$ cat src/verilog/vslc_pkg.sv
package vslc_pkg;
    // ------------------------------------------------------------
    // register indices (byte address = index * 4)
    // ------------------------------------------------------------
    localparam logic [7:0] IDX_SLICER_CONTROL_ONE = 8'h40;
    localparam logic [7:0] IDX_LINE_CTRL_FIRST    = 8'h41;
    localparam logic [7:0] IDX_LINE_CTRL_LAST     = 8'h57;
    localparam logic [7:0] IDX_SYNC_PATTERN       = 8'h58;
    localparam logic [7:0] IDX_HORIZ_LOW          = 8'h59;
    localparam logic [7:0] IDX_VERT_LOW           = 8'h5a;
    localparam logic [7:0] IDX_FIELD_MSBS         = 8'h5b;
    localparam logic [7:0] IDX_SLICER_STATUS      = 8'h5c;
    localparam int         NUM_LINE_CTRL          = 23;
    localparam int         FIRST_CTRL_LINE        = 2;
    // ------------------------------------------------------------
    // field positions
    // ------------------------------------------------------------
    localparam int BIT_PARITY_DIS   = 6;
    localparam int BIT_SYNC_STRICT  = 5;
    localparam int BIT_LEVEL_DIS    = 4;
    localparam int BIT_FIELD_INV    = 7;
    localparam int BIT_RECODE       = 6;
    localparam int BIT_VERT_MSB     = 4;
    localparam int HORIZ_MSB_HI     = 2;
    // ------------------------------------------------------------
    // reset values
    // ------------------------------------------------------------
    localparam logic [7:0] RST_LINE_CTRL    = 8'hff;
    localparam logic [7:0] RST_SYNC_PATTERN = 8'h40;
    localparam logic [7:0] RST_ZERO         = 8'h00;
    localparam logic [9:0] VERT_OFFSET_MAX  = 10'h138;
    // ------------------------------------------------------------
    // line payload kinds and their sync codes
    // ------------------------------------------------------------
    localparam logic [3:0] KIND_WIDESCREEN  = 4'h3;
    localparam logic [3:0] KIND_CAPTION21   = 4'h5;
    localparam logic [3:0] KIND_BLANK_VIDEO = 4'h6;
    localparam logic [3:0] KIND_TC625       = 4'h9;
    localparam logic [3:0] KIND_TC525       = 4'ha;
    localparam logic [3:0] KIND_JAPAN_FSW   = 4'he;
    localparam logic [3:0] KIND_ACTIVE      = 4'hf;
    localparam logic [23:0] SYNC_CAPTION    = 24'h000001;
    localparam logic [23:0] SYNC_WIDESCREEN = 24'h1e3c1f;
    localparam logic [23:0] MASK_CAPTION    = 24'h000007;
    localparam logic [23:0] MASK_PROG       = 24'h0000ff;
    localparam logic [23:0] MASK_WIDE       = 24'hffffff;
    localparam logic [4:0]  LEN_CAPTION     = 5'd3;
    localparam logic [4:0]  LEN_PROG        = 5'd8;
    localparam logic [4:0]  LEN_WIDE        = 5'd24;
    localparam logic [7:0]  BYTE_ALL_LOW    = 8'h00;
    localparam logic [7:0]  BYTE_ALL_HIGH   = 8'hff;
    localparam logic [7:0]  BYTE_LOW_SUB    = 8'h03;
    localparam logic [7:0]  BYTE_HIGH_SUB   = 8'hfc;
    localparam logic [1:0]  CHECKED_BYTES   = 2'd2;

    typedef enum logic [3:0] {
        ST_IDLE = 4'b0001,
        ST_SYNC = 4'b0010,
        ST_DATA = 4'b0100,
        ST_RAW  = 4'b1000
    } vslc_state_t;
endpackage

$ cat src/verilog/vslc_slicer.sv
`timescale 1ns/10ps
`default_nettype none
module vslc_slicer (
    input  wire logic        clk_sys,
    input  wire logic        nrst,
    input  wire logic        psel,
    input  wire logic        penable,
    input  wire logic        pwrite,
    input  wire logic [11:0] paddr,
    input  wire logic [31:0] pwdata,
    output logic [31:0]      prdata,
    output logic             pready,
    output logic             pslverr,
    input  wire logic [7:0]  vid_sample,
    input  wire logic        vid_valid,
    input  wire logic        line_start,
    input  wire logic        field_start,
    input  wire logic        field_in,
    output logic [7:0]       out_data,
    output logic             out_valid,
    output logic [3:0]       out_kind,
    output logic             out_field,
    output logic             out_parity_err
);

    // ------------------------------------------------------------
    // register file
    // ------------------------------------------------------------
    logic [7:0] slicer_control_one;
    logic [7:0] line_type_select [vslc_pkg::NUM_LINE_CTRL];
    logic [7:0] programmable_sync_pattern;
    logic [7:0] horiz_window_low;
    logic [7:0] vert_window_low;
    logic [7:0] field_and_offset_msbs;
    logic [7:0] idx;
    logic       wr_en;
    logic       hit;
    logic [7:0] rd_byte;
    logic [7:0] slice_lvl;
    logic [4:0] lcr_wsel;

    assign idx      = paddr[9:2];
    assign wr_en    = psel & penable & pwrite & hit;
    assign lcr_wsel = 5'(idx - vslc_pkg::IDX_LINE_CTRL_FIRST);
    // zero-wait slave: read data is latched in setup, so pready can stay high
    assign pready   = 1'b1;
    assign pslverr  = psel & penable & ~hit;

    // address decode and read mux, status word at the end of the map
    always_comb begin
        hit     = paddr[11:10] == 2'b00 && paddr[1:0] == 2'b00 &&
                  idx >= vslc_pkg::IDX_SLICER_CONTROL_ONE &&
                  idx <= vslc_pkg::IDX_SLICER_STATUS;
        rd_byte = vslc_pkg::RST_ZERO;
        if (idx == vslc_pkg::IDX_SLICER_CONTROL_ONE) begin
            rd_byte = slicer_control_one;
        end else if (idx >= vslc_pkg::IDX_LINE_CTRL_FIRST && idx <= vslc_pkg::IDX_LINE_CTRL_LAST) begin
            rd_byte = line_type_select[lcr_wsel];
        end else if (idx == vslc_pkg::IDX_SYNC_PATTERN) begin
            rd_byte = programmable_sync_pattern;
        end else if (idx == vslc_pkg::IDX_HORIZ_LOW) begin
            rd_byte = horiz_window_low;
        end else if (idx == vslc_pkg::IDX_VERT_LOW) begin
            rd_byte = vert_window_low;
        end else if (idx == vslc_pkg::IDX_FIELD_MSBS) begin
            rd_byte = field_and_offset_msbs;
        end else begin
            rd_byte = slice_lvl;
        end
    end

    // read data captured in the setup cycle
    always_ff @(posedge clk_sys) begin
        if (!nrst) begin
            prdata <= 32'h0000_0000;
        end else if (psel && !penable && !pwrite) begin
            prdata <= hit ? {24'h00_0000, rd_byte} : 32'h0000_0000;
        end
    end

    // control writes; only defined bits are stored, the rest read zero
    always_ff @(posedge clk_sys) begin
        if (!nrst) begin
            slicer_control_one        <= vslc_pkg::RST_ZERO;
            programmable_sync_pattern <= vslc_pkg::RST_SYNC_PATTERN;
            horiz_window_low          <= vslc_pkg::RST_ZERO;
            vert_window_low           <= vslc_pkg::RST_ZERO;
            field_and_offset_msbs     <= vslc_pkg::RST_ZERO;
            for (int i = 0; i < vslc_pkg::NUM_LINE_CTRL; i++) begin
                line_type_select[i] <= vslc_pkg::RST_LINE_CTRL;
            end
        end else if (wr_en) begin
            if (idx == vslc_pkg::IDX_SLICER_CONTROL_ONE) begin
                slicer_control_one <= pwdata[7:0] & 8'h70;
            end else if (idx <= vslc_pkg::IDX_LINE_CTRL_LAST) begin
                line_type_select[lcr_wsel] <= pwdata[7:0];
            end else if (idx == vslc_pkg::IDX_SYNC_PATTERN) begin
                programmable_sync_pattern <= pwdata[7:0];
            end else if (idx == vslc_pkg::IDX_HORIZ_LOW) begin
                horiz_window_low <= pwdata[7:0];
            end else if (idx == vslc_pkg::IDX_VERT_LOW) begin
                vert_window_low <= pwdata[7:0];
            end else if (idx == vslc_pkg::IDX_FIELD_MSBS) begin
                field_and_offset_msbs <= pwdata[7:0] & 8'hd7;
            end
        end
    end

    // ------------------------------------------------------------
    // control decode
    // ------------------------------------------------------------
    logic        parity_check_disable;
    logic        sync_error_strict;
    logic        level_search_disable;
    logic        field_flag_invert;
    logic        recode_en;
    logic        vert_window_offset_msb;
    logic [10:0] horiz_window_offset;
    logic [8:0]  vert_window_offset;
    logic [9:0]  vert_window_offset_eff;

    assign parity_check_disable   = slicer_control_one[vslc_pkg::BIT_PARITY_DIS];
    assign sync_error_strict      = slicer_control_one[vslc_pkg::BIT_SYNC_STRICT];
    assign level_search_disable   = slicer_control_one[vslc_pkg::BIT_LEVEL_DIS];
    assign field_flag_invert      = field_and_offset_msbs[vslc_pkg::BIT_FIELD_INV];
    assign recode_en              = field_and_offset_msbs[vslc_pkg::BIT_RECODE];
    assign vert_window_offset_msb = field_and_offset_msbs[vslc_pkg::BIT_VERT_MSB];
    // split fields joined, msbs above the low byte
    assign horiz_window_offset = {field_and_offset_msbs[vslc_pkg::HORIZ_MSB_HI:0],
                                  horiz_window_low};
    assign vert_window_offset  = {vert_window_offset_msb, vert_window_low};
    // settings beyond the documented maximum are clamped, not wrapped
    assign vert_window_offset_eff = ({1'b0, vert_window_offset} > vslc_pkg::VERT_OFFSET_MAX) ?
                      vslc_pkg::VERT_OFFSET_MAX : {1'b0, vert_window_offset};

    // ------------------------------------------------------------
    // line and sample position
    // ------------------------------------------------------------
    logic [9:0]  line_cnt;
    logic [9:0]  rel_line;
    logic [10:0] samp_cnt;
    logic        field_flag;
    logic        in_ctrl_lines;
    logic        in_window;
    logic [3:0]  line_kind;
    logic [4:0]  lcr_rsel;

    // line counter restarts each field, sample counter each line
    always_ff @(posedge clk_sys) begin
        if (!nrst) begin
            line_cnt <= 10'd0;
            samp_cnt <= 11'd0;
        end else begin
            if (field_start) begin
                line_cnt <= 10'd0;
            end else if (line_start) begin
                line_cnt <= line_cnt + 10'd1;
            end
            if (line_start) begin
                samp_cnt <= 11'd0;
            end else if (vid_valid && samp_cnt != 11'h7ff) begin
                samp_cnt <= samp_cnt + 11'd1;
            end
        end
    end

    assign field_flag    = field_in ^ field_flag_invert;
    assign rel_line      = line_cnt - vert_window_offset_eff;
    assign in_ctrl_lines = line_cnt >= vert_window_offset_eff &&
                           rel_line >= 10'(vslc_pkg::FIRST_CTRL_LINE) &&
                           rel_line < 10'(vslc_pkg::FIRST_CTRL_LINE +
                                          vslc_pkg::NUM_LINE_CTRL);
    assign lcr_rsel      = 5'(rel_line - 10'(vslc_pkg::FIRST_CTRL_LINE));
    assign in_window     = vid_valid && samp_cnt >= horiz_window_offset;

    // field one takes the lower nibble; lines outside the table are active video
    always_comb begin
        line_kind = vslc_pkg::KIND_ACTIVE;
        if (in_ctrl_lines) begin
            line_kind = field_flag ? line_type_select[lcr_rsel][3:0]
                                   : line_type_select[lcr_rsel][7:4];
        end
    end

    // ------------------------------------------------------------
    // amplitude search and bit slicing
    // ------------------------------------------------------------
    logic [7:0] lvl_max;
    logic [7:0] lvl_min;
    logic       slice_bit;

    // the level is set from last line's peaks; a frozen search holds it,
    // which keeps a noisy line from dragging the threshold around
    always_ff @(posedge clk_sys) begin
        if (!nrst) begin
            slice_lvl <= 8'h80;
            lvl_max   <= 8'h00;
            lvl_min   <= 8'hff;
        end else if (!level_search_disable) begin
            if (line_start) begin
                slice_lvl <= 8'((9'(lvl_max) + 9'(lvl_min)) >> 1);
                lvl_max   <= 8'h00;
                lvl_min   <= 8'hff;
            end else if (in_window) begin
                if (vid_sample > lvl_max) lvl_max <= vid_sample;
                if (vid_sample < lvl_min) lvl_min <= vid_sample;
            end
        end
    end

    assign slice_bit = vid_sample > slice_lvl;

    // ------------------------------------------------------------
    // sync code search and byte assembly
    // ------------------------------------------------------------
    vslc_pkg::vslc_state_t state;
    vslc_pkg::vslc_state_t next_state;
    logic [3:0]  cur_kind;
    logic [23:0] sync_sr;
    logic [4:0]  sync_seen;
    logic [23:0] sync_pat;
    logic [23:0] sync_mask;
    logic [4:0]  sync_len;
    logic [4:0]  sync_errs;
    logic        sync_hit;
    logic        kind_checked;
    logic [2:0]  bit_cnt;
    logic [7:0]  byte_sr;
    logic [1:0]  byte_cnt;
    logic [7:0]  full_byte;

    // sync code and length per kind
    always_comb begin
        sync_pat     = 24'(programmable_sync_pattern);
        sync_mask    = vslc_pkg::MASK_PROG;
        sync_len     = vslc_pkg::LEN_PROG;
        kind_checked = 1'b1;
        unique case (cur_kind)
            vslc_pkg::KIND_CAPTION21: begin
                sync_pat     = vslc_pkg::SYNC_CAPTION;
                sync_mask    = vslc_pkg::MASK_CAPTION;
                sync_len     = vslc_pkg::LEN_CAPTION;
                kind_checked = 1'b0;
            end
            vslc_pkg::KIND_WIDESCREEN: begin
                sync_pat     = vslc_pkg::SYNC_WIDESCREEN;
                sync_mask    = vslc_pkg::MASK_WIDE;
                sync_len     = vslc_pkg::LEN_WIDE;
                kind_checked = 1'b0;
            end
            default: begin
                kind_checked = 1'b1;
            end
        endcase
    end

    assign sync_errs = 5'($countones((sync_sr ^ sync_pat) & sync_mask));
    // a single bit error passes unless strict matching is asked for
    assign sync_hit  = sync_seen >= sync_len &&
                       (sync_errs == 5'd0 ||
                        (sync_errs == 5'd1 && !sync_error_strict));
    assign full_byte = {byte_sr[6:0], slice_bit};

    // start each line by kind; raw kinds skip the search entirely
    always_comb begin
        next_state = state;
        unique case (state)
            vslc_pkg::ST_IDLE: next_state = vslc_pkg::ST_IDLE;
            vslc_pkg::ST_SYNC: if (sync_hit) next_state = vslc_pkg::ST_DATA;
            vslc_pkg::ST_DATA: next_state = vslc_pkg::ST_DATA;
            vslc_pkg::ST_RAW:  next_state = vslc_pkg::ST_RAW;
            default:           next_state = vslc_pkg::ST_IDLE;
        endcase
        if (line_start) begin
            unique case (line_kind)
                vslc_pkg::KIND_BLANK_VIDEO,
                vslc_pkg::KIND_ACTIVE:     next_state = vslc_pkg::ST_RAW;
                vslc_pkg::KIND_CAPTION21,
                vslc_pkg::KIND_WIDESCREEN,
                vslc_pkg::KIND_TC625,
                vslc_pkg::KIND_TC525,
                vslc_pkg::KIND_JAPAN_FSW:  next_state = vslc_pkg::ST_SYNC;
                default:                   next_state = vslc_pkg::ST_IDLE;
            endcase
        end
    end

    always_ff @(posedge clk_sys) begin
        if (!nrst) begin
            state    <= vslc_pkg::ST_IDLE;
            cur_kind <= vslc_pkg::KIND_ACTIVE;
        end else begin
            state <= next_state;
            if (line_start) cur_kind <= line_kind;
        end
    end

    // sync shifter and byte assembler
    always_ff @(posedge clk_sys) begin
        if (!nrst || line_start) begin
            sync_sr   <= 24'h00_0000;
            sync_seen <= 5'd0;
            bit_cnt   <= 3'd0;
            byte_sr   <= 8'h00;
            byte_cnt  <= 2'd0;
        end else if (in_window) begin
            if (state == vslc_pkg::ST_SYNC && !sync_hit) begin
                sync_sr <= {sync_sr[22:0], slice_bit};
                if (sync_seen != vslc_pkg::LEN_WIDE) sync_seen <= sync_seen + 5'd1;
            end else if (state == vslc_pkg::ST_DATA) begin
                byte_sr <= full_byte;
                bit_cnt <= bit_cnt + 3'd1;
                if (bit_cnt == 3'd7 && byte_cnt != vslc_pkg::CHECKED_BYTES) begin
                    byte_cnt <= byte_cnt + 2'd1;
                end
            end
        end
    end

    // odd-parity hamming 8/4 test; all four checks must pass
    function automatic logic parity_ok(input logic [7:0] b);
        logic a;
        logic c;
        logic d;
        a = b[0] ^ b[1] ^ b[5] ^ b[7];
        c = b[1] ^ b[2] ^ b[3] ^ b[7];
        d = b[1] ^ b[3] ^ b[4] ^ b[5];
        parity_ok = a & c & d & (^b);
    endfunction

    // ------------------------------------------------------------
    // output stage
    // ------------------------------------------------------------
    logic       emit;
    logic [7:0] emit_byte;
    logic [7:0] recoded;

    assign emit = in_window && (state == vslc_pkg::ST_RAW ||
                  (state == vslc_pkg::ST_DATA && bit_cnt == 3'd7));
    assign emit_byte = (state == vslc_pkg::ST_RAW) ? vid_sample : full_byte;

    // recode keeps the output clear of the reserved sync byte values
    always_comb begin
        recoded = emit_byte;
        if (recode_en && emit_byte == vslc_pkg::BYTE_ALL_LOW) begin
            recoded = vslc_pkg::BYTE_LOW_SUB;
        end else if (recode_en && emit_byte == vslc_pkg::BYTE_ALL_HIGH) begin
            recoded = vslc_pkg::BYTE_HIGH_SUB;
        end
    end

    always_ff @(posedge clk_sys) begin
        if (!nrst) begin
            out_data       <= 8'h00;
            out_valid      <= 1'b0;
            out_kind       <= vslc_pkg::KIND_ACTIVE;
            out_field      <= 1'b0;
            out_parity_err <= 1'b0;
        end else begin
            out_valid <= emit;
            if (emit) begin
                out_data       <= recoded;
                out_kind       <= cur_kind;
                out_field      <= field_flag;
                out_parity_err <= state == vslc_pkg::ST_DATA && !parity_check_disable &&
                                  kind_checked && byte_cnt != vslc_pkg::CHECKED_BYTES &&
                                  !parity_ok(full_byte);
            end
        end
    end
endmodule
`default_nettype wire

$ cat config.mk
export PLATFORM = sky130hd
export DESIGN_NAME = vslc_slicer
export DESIGN_NICKNAME = d
export VERILOG_FILES = /design/src/verilog/vslc_pkg.sv /design/src/verilog/vslc_slicer.sv
export SDC_FILE = /design/constraint.sdc
export NUM_CORES = 1
export LEC_CHECK = 0
export BUFFER_PORTS_ARGS = -buffer_cell sky130_fd_sc_hd__buf_2
export CAP_MARGIN = 10
export CORE_ASPECT_RATIO = 1.5
export CORE_MARGIN = 4
export CORE_UTILIZATION = 60
export CTS_CLUSTER_DIAMETER = 80
export DETAILED_ROUTE_END_ITERATION = 8
export HOLD_SLACK_MARGIN = 0.02
export PLACE_DENSITY = 0.75
export SLEW_MARGIN = 20
export SYNTH_ARGS = -nofsm -noshare
export SYNTH_HDL_FRONTEND = slang
export SYNTH_SLANG_ARGS = --single-unit
export TNS_END_PERCENT = 50
$ cat constraint.sdc
create_clock -name clk_sys -period 13.6 [get_ports clk_sys]
set_input_delay 1.36 -clock clk_sys [delete_from_list [all_inputs] [get_ports clk_sys]]
set_output_delay 1.36 -clock clk_sys [all_outputs]
set_load 0.01 [all_outputs]
Yosys cells after proc, flatten, opt, wreduce, memory -nomap -nowiden. Memory sizes are Yosys's and may differ from the RTL's. Index checks and enable logic that the tools add are counted.

Register bits: 174. Memory bits (writable): 184. Bits of input ports: 61. Output and inout port bits: 49. Word-level logic and storage cells: 215. Memories kept: 1.

Memory list: line_type_select (depth 23, bits a word 8, rd ports 2, clocked after memory_dff 0, wr ports 23, RTL line vslc_slicer.sv:30) `logic [7:0] line_type_select [vslc_pkg::NUM_LINE_CTRL];`.

Add/sub/neg operators: 32. Magnitude comparators: 13. Eq/ne operators: 24. Multiplexer cells: 36. Bitwise gates (word level): 28. Reduce and logical (&&, ||, !) cells: 58.

Operators with widths (number): two-way mux 8 bit (17); case mux 24 bit (2 select lines) (1); case mux 21 bit (2 select lines) (1); == test 8 x 7 -> 1 bit, second input constant (5); adder 1 x 1 -> 2 bit (12); AND 24 bit (1); bitwise XOR 24 bit (1); logical AND 1 bit (22); == test 4 bit, second input constant (5); adder 2 x 2 -> 3 bit (6); == test 4 x 3 -> 1 bit, second input constant (4); greater-or-equal comparator 8 x 7 -> 1 bit, second input constant (2); > comparator 8 bit (2); less-or-equal comparator 8 x 7 -> 1 bit, second input constant (2); two-way mux 4 bit (4); adder 3 x 3 -> 4 bit (3); == test 4 x 2 -> 1 bit, second input constant (3); case mux 4 bit (3 select lines) (1); AND reduction 3 bit (4); adder 11 x 1 -> 11 bit, second input constant (1); greater-or-equal comparator 11 bit (1); inequality test 11 bit, second input constant (1); adder 10 x 1 -> 10 bit, second input constant (1); greater-or-equal comparator 10 x 2 -> 1 bit, second input constant (1); 43 further kinds (90).

Depth between registers and ports, before layout. Gate-level depths: netlist (run 1).

Word-level depth: 17. Gate-level depth with buffers: 27. Mapped depth without buffers: 25.

Worst setup path before layout (run 1). No wires, ideal clock.

Kind: register to register. Start point: register cur_kind[0]. End point: register sync_sr[10]. Setup time: 128 ps. Arrival: 6050 ps. Required time: 13472 ps. Slack: 7422 ps. Stages on the path, launching flop included: 24. Path buffers: 3. Clock period less this slack: 6178 ps. Cell sequence: dfxtp_1 nor2b_1 and3b_1 clkbuf_1 inv_1 nand2_1 xnor2_1 nand2_1 fa_1 inv_1 fa_1 fa_1 fa_1 fa_1 ha_1 fa_1 nor4_1 o2111ai_1 and3_1 nand4_1 clkbuf_1 buf_2 mux2i_1 nor2_1.

Word-level cells in the longest chain between the ends: 16. Elaborated cells on any way between the ends: 39. Classes of those cells: add/sub: 23; order compare: 1; eq/ne: 3; mux: 3; bitwise: 2; reduce/logical: 7.

RTL lines: start, declared (RTL line vslc_slicer.sv:218) `logic [3:0] cur_kind;`; start signal, assigned (RTL line vslc_slicer.sv:291) `cur_kind <= vslc_pkg::KIND_ACTIVE;`; start signal, assigned (RTL line vslc_slicer.sv:294) `if (line_start) cur_kind <= line_kind;`; == test 4 x 2 -> 1 bit or == test 4 x 3 -> 1 bit (tied branches) (RTL line vslc_slicer.sv:238) `unique case (cur_kind)`; case mux 21 bit (2 select lines) (RTL line vslc_slicer.sv:238); bitwise XOR 24 bit (RTL line vslc_slicer.sv:257) `assign sync_errs = 5'($countones((sync_sr ^ sync_pat) & sync_mask));`; AND 24 bit (RTL line vslc_slicer.sv:257); adder 1 x 1 -> 2 bit (implied by the code) (RTL line vslc_slicer.sv:257); adder 2 x 2 -> 3 bit (implied by the code) (RTL line vslc_slicer.sv:257); adder 3 x 3 -> 4 bit (implied by the code) (RTL line vslc_slicer.sv:257); adder 4 x 4 -> 5 bit (implied by the code) (RTL line vslc_slicer.sv:257); adder 5 x 4 -> 5 bit (implied by the code) (RTL line vslc_slicer.sv:257); == test 5 x 1 -> 1 bit (RTL line vslc_slicer.sv:261) `(sync_errs == 5'd1 && !sync_error_strict));`; logical AND 1 bit (RTL line vslc_slicer.sv:261); logical OR 1 bit (RTL line vslc_slicer.sv:260) `(sync_errs == 5'd0 ||`; logical AND 1 bit * (RTL line vslc_slicer.sv:259) `assign sync_hit = sync_seen >= sync_len &&`; zero test 1 bit * (RTL line vslc_slicer.sv:307) `if (state == vslc_pkg::ST_SYNC && !sync_hit) begin`; logical AND 1 bit * (RTL line vslc_slicer.sv:307); AND reduction 2 bit (no source line) *; end signal, assigned (RTL line vslc_slicer.sv:308) `sync_sr <= {sync_sr[22:0], slice_bit};`; end, declared (RTL line vslc_slicer.sv:219) `logic [23:0] sync_sr;`.

Every way passes the cells marked *; elsewhere a longest branch is shown, timed or not. A chain may end at the register's enable or synchronous reset.

Worst setup path after layout (run 1).
Start point: register cur_kind[0]. End point: register sync_seen[1].

Word-level cells in the longest chain between the ends: 16. Elaborated cells on any way between the ends: 39. Classes of those cells: add/sub: 23; order compare: 1; eq/ne: 3; mux: 3; bitwise: 2; reduce/logical: 7.

RTL lines: == test 4 x 2 -> 1 bit or == test 4 x 3 -> 1 bit (tied branches) (RTL line vslc_slicer.sv:238); case mux 21 bit (2 select lines) (RTL line vslc_slicer.sv:238); bitwise XOR 24 bit (RTL line vslc_slicer.sv:257); AND 24 bit (RTL line vslc_slicer.sv:257); adder 1 x 1 -> 2 bit (implied by the code) (RTL line vslc_slicer.sv:257); adder 2 x 2 -> 3 bit (implied by the code) (RTL line vslc_slicer.sv:257); adder 3 x 3 -> 4 bit (implied by the code) (RTL line vslc_slicer.sv:257); adder 4 x 4 -> 5 bit (implied by the code) (RTL line vslc_slicer.sv:257); adder 5 x 4 -> 5 bit (implied by the code) (RTL line vslc_slicer.sv:257); == test 5 x 1 -> 1 bit (RTL line vslc_slicer.sv:261); logical AND 1 bit (RTL line vslc_slicer.sv:261); logical OR 1 bit (RTL line vslc_slicer.sv:260); logical AND 1 bit * (RTL line vslc_slicer.sv:259); zero test 1 bit * (RTL line vslc_slicer.sv:307); logical AND 1 bit * (RTL line vslc_slicer.sv:307); AND reduction 3 bit (no source line) *; end signal, assigned (RTL line vslc_slicer.sv:309) `if (sync_seen != vslc_pkg::LEN_WIDE) sync_seen <= sync_seen + 5'd1;`; end, declared (RTL line vslc_slicer.sv:220) `logic [4:0] sync_seen;`.

Marks and branches as above.

==> results.cfg, run 1 <==
[die]
start_util_pct = 60.6
die_area_um2 = 41000
design.portCount = 110
rows = 87
fp.dieH_um = 246
fp.dieW_um = 167
core_area_um2 = 37400

[setup_path]
cpMaxStageDelayCell = and3b_1
slowest_delay_ns = 0.62
reg2reg_depth = 22
worstReg2RegEnd = sync_seen[1]
crit_fanout = 30
start_kind = flop
r2r_start = cur_kind[0]
cp_data_arrival_time_ns = 7.51
end_kind = flop
required_ns = 14.01
worst-path-buf-inv = 3
critical_path.top_delay_family = adder cells
crit_chain = nor2b_1 -> and3b_1 -> inv_1 -> nand2_1 -> xnor2_1 -> nand2_1 -> fa_1 -> inv_1 -> fa_1 -> fa_1 -> fa_1 -> fa_1 -> ha_1 -> fa_1 -> nor4_1 -> o2111ai_1 -> and3_1 -> nand4_1 -> buf_4 -> nand2b_1 -> mux2i_1 -> nor2_1
path_class = reg2reg
rrSetupSlack_ns = 6.49
crit_path_frequent_cell = fa_1

[drt]
vias_per_cell = 6.47
detail-route-antenna-nets = 0
first_pass_iters = 5
drt-wirelength-per-cell_um = 24.3
drtIter0Drc = 1499
remaining_drc_errors = 0
drt-total-wl_um = 60500
vias = 16100

[clock_tree]
cts_resized = 0
ctsRootBufferMaster = clkbuf_16
hold_buffers = 0
numCtsBuffers = 40
cts.path.max_buffers = 3
htree_levels = 2
cts_tree = done
clock_sinks = 406
clock_latency_ns = 0.55
path_clk_slew_ns = 0.06
post-cts-setup-buffer-count = 0

[logic_synthesis]
synth_top_area_share_pct = 33.9
ys.flop_type = edfxtp_1
yosysTopAreaCell = edfxtp_1
ys_ff_latch = 406
synthTopCellsByArea = edfxtp_1, dfxtp_1, mux4_2
yosysSeqAreaShare_pct = 47.1
synth_cells = 1947
synth.avg_cell_area_um2 = 11.7
synth_edf_count = 256
syn_area_um2 = 22700
synth_cell_types = 77
yosysWarnings = 0
async_flop_share_pct = 0

[sta]
maxSlewViolCount = 0
fin_crit_sh_pct = 52.3
final-hold-violation-count = 0
setup_tns_ns = 0
fin_skew_ns = 0.0165
fmax_ghz = 0.141
setup_violations = 0
holdWs_ns = 0.467
rsz0062_at_grt = false
max_slew.worst_pin.slew_ns = 1.21
slew_headroom_pct = 18.7
period_minus_slack_ns = 7.11

[global_routing]
grtUsageTotal_pct = 29.6
overflow = 0
grt_pass1_vias = 16000
grt_max_degree = 65
antenna_found_initial = 0
grt_pass1_wl_um = 94300

[pwr]
clockPowerShare_pct = 39.1
p_comb_share_pct = 11.3
power_density_nw_per_um2 = 113
power_frac_seq_pct = 49.6
finalPower_w = 0.00278
leakagePower_nw = 8.82
switchingPower_w = 0.000681
ir_drop_uv = 108
switching_share_pct = 24.5
intPower_w = 0.00210

[final_layout]
final_cell_mix = edfxtp_1, or3_1, nor2_1
design_area_um2 = 24600
fin_nets = 2131
drive_gt1_share_pct = 15.8
diodes = 0
syn_to_final_growth_pct = 8.61
layout_commonest_cell = edfxtp_1

[place]
portBuffers = 60
place_area_um2 = 23400
gp_congestion = 0.917
dp.final_hpwl_um = 42200

[worst_hold_path]
hold_path_depth = 2
min_delay_worst_endpoint = out_kind[2]
hp-class = reg2reg
hp-start = out_kind[2]

[outcome]
status = completed

[flow_run]
cap_violations = 0
==> power groups by stage <==
stage / Combinational, W / Clock [W] / Sequential, W
after floorplan: 0.000216 / 0 / 0.00139
after global placement: 0.000305 / 0 / 0.00140
after detailed placement: 0.000311 / 0 / 0.00140
after CTS: 0.000312 / 0.00110 / 0.00138
after global routing: 0.000334 / 0.00115 / 0.00138
final: 0.000314 / 0.00109 / 0.00138
==> layer usage <==
metal,GRT usage [%],share of wire (%),up-vias
met5,0,0,-
met4,16.8,6.8,0
met3,3.29,6.9,172
met2,51.9,51,731
met1,35.5,35,7958
li1,-,-,7273
==> registers in the layout, summed over array words and instances, names as in the netlist <==
name / count
line_type_select: 256
sync_sr: 24
samp_cnt: 11
line_cnt: 10
horiz_window_low: 8
lvl_max: 8
lvl_min: 8
out_data: 8
prdata: 8
programmable_sync_pattern: 8
slice_lvl: 8
vert_window_low: 8
byte_sr: 7
field_and_offset_msbs: 6
sync_seen: 5
cur_kind: 4
out_kind: 4
state: 4
bit_cnt: 3
slicer_control_one: 3
byte_cnt: 2
out_field: 1
out_parity_err: 1
out_valid: 1
==> metrics by stage <==
step           utilization (%)  worst slack, ns  instances
2_1_floorplan                -             7.42       2002
3_3_place_gp              62.4             6.63       2423
3_5_place_dp              62.4             6.46       2423
4_1_cts                   65.8             6.40       2495
5_1_grt                   65.8             5.99       2495
6_report                  65.8             6.49       2495
==> logic make-up after synthesis <==
kind of cell	share of synthesized area [%]
other	0.0331
and+or+nand+nor	14.5
buffers and inverters	4.90
DFF	47.1
muxes	18.1
adders and majority gates	5.81
AOI/OAI and AO/OA	7.53
xor gates and xnor gates	2.00
==> synth_stat cells, types with 18 or more instances <==
| cell | number |
|---|---|
| nor3_1 | 23 |
| nand2_1 | 106 |
| nand2b_1 | 21 |
| fa_1 | 19 |
| or3_1 | 197 |
| buf_4 | 27 |
| nand4_1 | 18 |
| dfxtp_1 | 150 |
| clkbuf_1 | 119 |
| mux2i_1 | 109 |
| o21ai_0 | 66 |
| a21oi_1 | 57 |
| ha_1 | 75 |
| mux4_2 | 132 |
| o22ai_1 | 19 |
| nand3_1 | 29 |
| xnor2_1 | 24 |
| edfxtp_1 | 256 |
| inv_1 | 76 |
| xor2_1 | 26 |
| nor2_1 | 168 |
==> layout make-up <==
type | instances | area [um2]
fillers | 2786 | 12800
multi-input cells | 1346 | 11100
repair buffers | 105 | 641
clock inverters | 10 | 82.6
flip-flops and latches | 406 | 10700
well taps | 489 | 612
clock buffers | 62 | 1190
inverters | 77 | 289
==> worst max path at each step <==
stage                start           end  slack, ns  cells after the start
3_5_place_dp   cur_kind[0]  sync_seen[1]       6.46                     21
6_report       cur_kind[0]  sync_seen[1]       6.49                     22
3_3_place_gp   cur_kind[0]  sync_seen[1]       6.63                     21
4_1_cts        cur_kind[0]  sync_seen[1]       6.40                     21
2_1_floorplan  cur_kind[0]   sync_sr[10]       7.42                     23
5_1_grt        cur_kind[0]  sync_seen[1]       5.99                     22
==> worst min-delay path, cell delays in order (launching register included) <==
cell and delay (ns):
dfxtp_1 0.32, mux2i_1 0.06, nand2_1 0.06
(Power assumes the default switching activity.)
==> run 2, diff against run 1 <==
Clock period 13.6 ns to 6.6 ns, I/O delays scaled along.
==> run 2 against run 1 <==
Compared with the run above: first-iteration DRC count up 1.5%; final cell count about the same; critical endpoint is now sync_sr[11]; via count increased by 0.79%; critical path depth down 3; register-to-register slack lost 6.0 ns; critical path type unchanged; largest cell class unchanged.
==> results.cfg, run 2 (same netlist as run 1, synthesis figures left out) <==
[outcome]
status = completed

[final_layout]
utilization_pct = 65.8
diodes = 0
drive_gt1_share_pct = 16.3
reg.largest.list = line_type_select (256), sync_sr (24), samp_cnt (11)
fin_nets = 2136
largest_reg_flops = 256
layout_commonest_cell = edfxtp_1
final_cell_mix = edfxtp_1, or3_1, nor2_1
regMostFlops = line_type_select
syn_to_final_growth_pct = 8.58

[clock_tree]
htree_levels = 2
hold_buffers = 0
numCtsBuffers = 39
cts_tree = done
clock_latency_ns = 0.55
ctsRootBufferMaster = clkbuf_16
path_clk_slew_ns = 0.06
cts.path.max_buffers = 3
clock_sinks = 406

[sta]
period_minus_slack_ns = 6.10
rsz0062_at_grt = false
max_slew.worst_pin.slew_ns = 1.09
fmax_ghz = 0.164
final-hold-violation-count = 0
setup_violations = 0
fin_crit_sh_pct = 92.4
slew_headroom_pct = 27.1
fin_skew_ns = 0.0208
setup_tns_ns = 0
worst_slack_ns = 0.499
maxSlewViolCount = 0

[setup_path]
path_class = reg2reg
required_ns = 7.00
start_kind = flop
end_kind = flop
reg2reg_depth = 19
crit_fanout = 18
cp_data_arrival_time_ns = 6.50

[place]
pre_cts_ws_ns = 0.435
portBuffers = 60
dp.final_hpwl_um = 42800
gp_congestion = 0.956

[drt]
met3_length_um = 4010
first_pass_iters = 5
detail-route-antenna-nets = 0
drt-wirelength-per-cell_um = 24.6
topRoutingLayerUsed = met4
vias_per_cell = 6.51
remaining_drc_errors = 0
wl_met1_um = 21900
vias = 16300
drtIter0Drc = 1521
drt-total-wl_um = 61500
routed-wl-met2_um = 31700

[die]
start_util_pct = 60.6
fp.dieH_um = 246
design.portCount = 110
die_area_um2 = 41000
fp.dieW_um = 167
rows = 87
core_area_um2 = 37400

[flow_run]
cap_violations = 0

[global_routing]
grt_pass1_wl_um = 94600
grtUsageTotal_pct = 29.6
overflow = 0
grt_pass1_vias = 16300
antenna_found_initial = 0
grt_max_degree = 65

[pwr]
ir_drop_uv = 202
power_density_nw_per_um2 = 230
leakagePower_nw = 8.84

[worst_hold_path]
hp-class = in2reg
hold_path_depth = 3
## run 2: cell types whose count changed in the layout (fill, tap and decap cells not counted), moves of 2 or more
| cell | delta |
|---|---|
| o21ai_1 | -4 |
| buf_4 | +4 |
| clkbuf_8 | -3 |
| clkbuf_1 | -6 |
| clkinv_1 | -3 |
| o21ai_0 | +4 |
| clkinv_2 | +8 |
| clkbuf_16 | -2 |
## run 2: what timing repair did
action | 4_1_cts | 5_1_grt
buffers inserted | 0 | 0
gates resized for setup | 0 | 1
endpoints found under the setup margin | 0 | 2
## run 2: power by group
part           internal (W)  switching, W
sequential          0.00278     0.0000545
combinational      0.000261      0.000393
clock               0.00120      0.000976
total               0.00424       0.00142
## run 2: per-stage QoR
step / total power (W) / cells / hold WS, ns / cell area [um2]
2_1_floorplan: 0.00331 / 2002 / 0.445 / 22900
4_1_cts: 0.00567 / 2497 / 0.385 / 24600
5_1_grt: 0.00582 / 2497 / 0.415 / 24600
3_3_place_gp: 0.00351 / 2429 / 0.458 / 23400
6_report: 0.00566 / 2497 / 0.398 / 24600
3_5_place_dp: 0.00353 / 2429 / 0.463 / 23400
## run 2: critical path: stages (launching register included)
cell	delay [ns]
dfxtp_1	0.34
nor2b_1	0.18
and3b_1	0.21
buf_4	0.22
o21ai_0	0.14
xnor2_1	0.22
fa_1	0.49
fa_1	0.53
fa_1	0.52
fa_1	0.53
fa_1	0.49
ha_1	0.24
fa_1	0.46
nor4_1	0.27
o2111ai_1	0.20
and3_1	0.21
nand4_1	0.16
buf_6	0.26
mux2i_1	0.23
nor2_1	0.06
## run 2: layer usage
metal / vias to the layer above / track usage [%]
met1: 8060 / 34.9
met4: 0 / 16.8
met5: - / 0
li1: 7283 / -
met2: 752 / 52.1
met3: 167 / 4.21
## run 2: area by class of cell
class	instances	area [um2]
sequential	406	10700
fill	2835	12800
multi-input combinational	1346	11100
timing repair buffer	111	702
clock inverter	16	124
inverter	77	289
tap	489	612
clock buffer	52	1080
## run 2: worst paths after layout
kind / from / endpoint / slack (ns)
hold reg to reg: out_kind[2] / out_kind[2] / 0.48
setup / recovery: cur_kind[0] / sync_sr[11] / 0.50
hold / removal: vid_valid / samp_cnt[10] / 0.40
setup reg to reg: cur_kind[0] / sync_sr[11] / 0.50
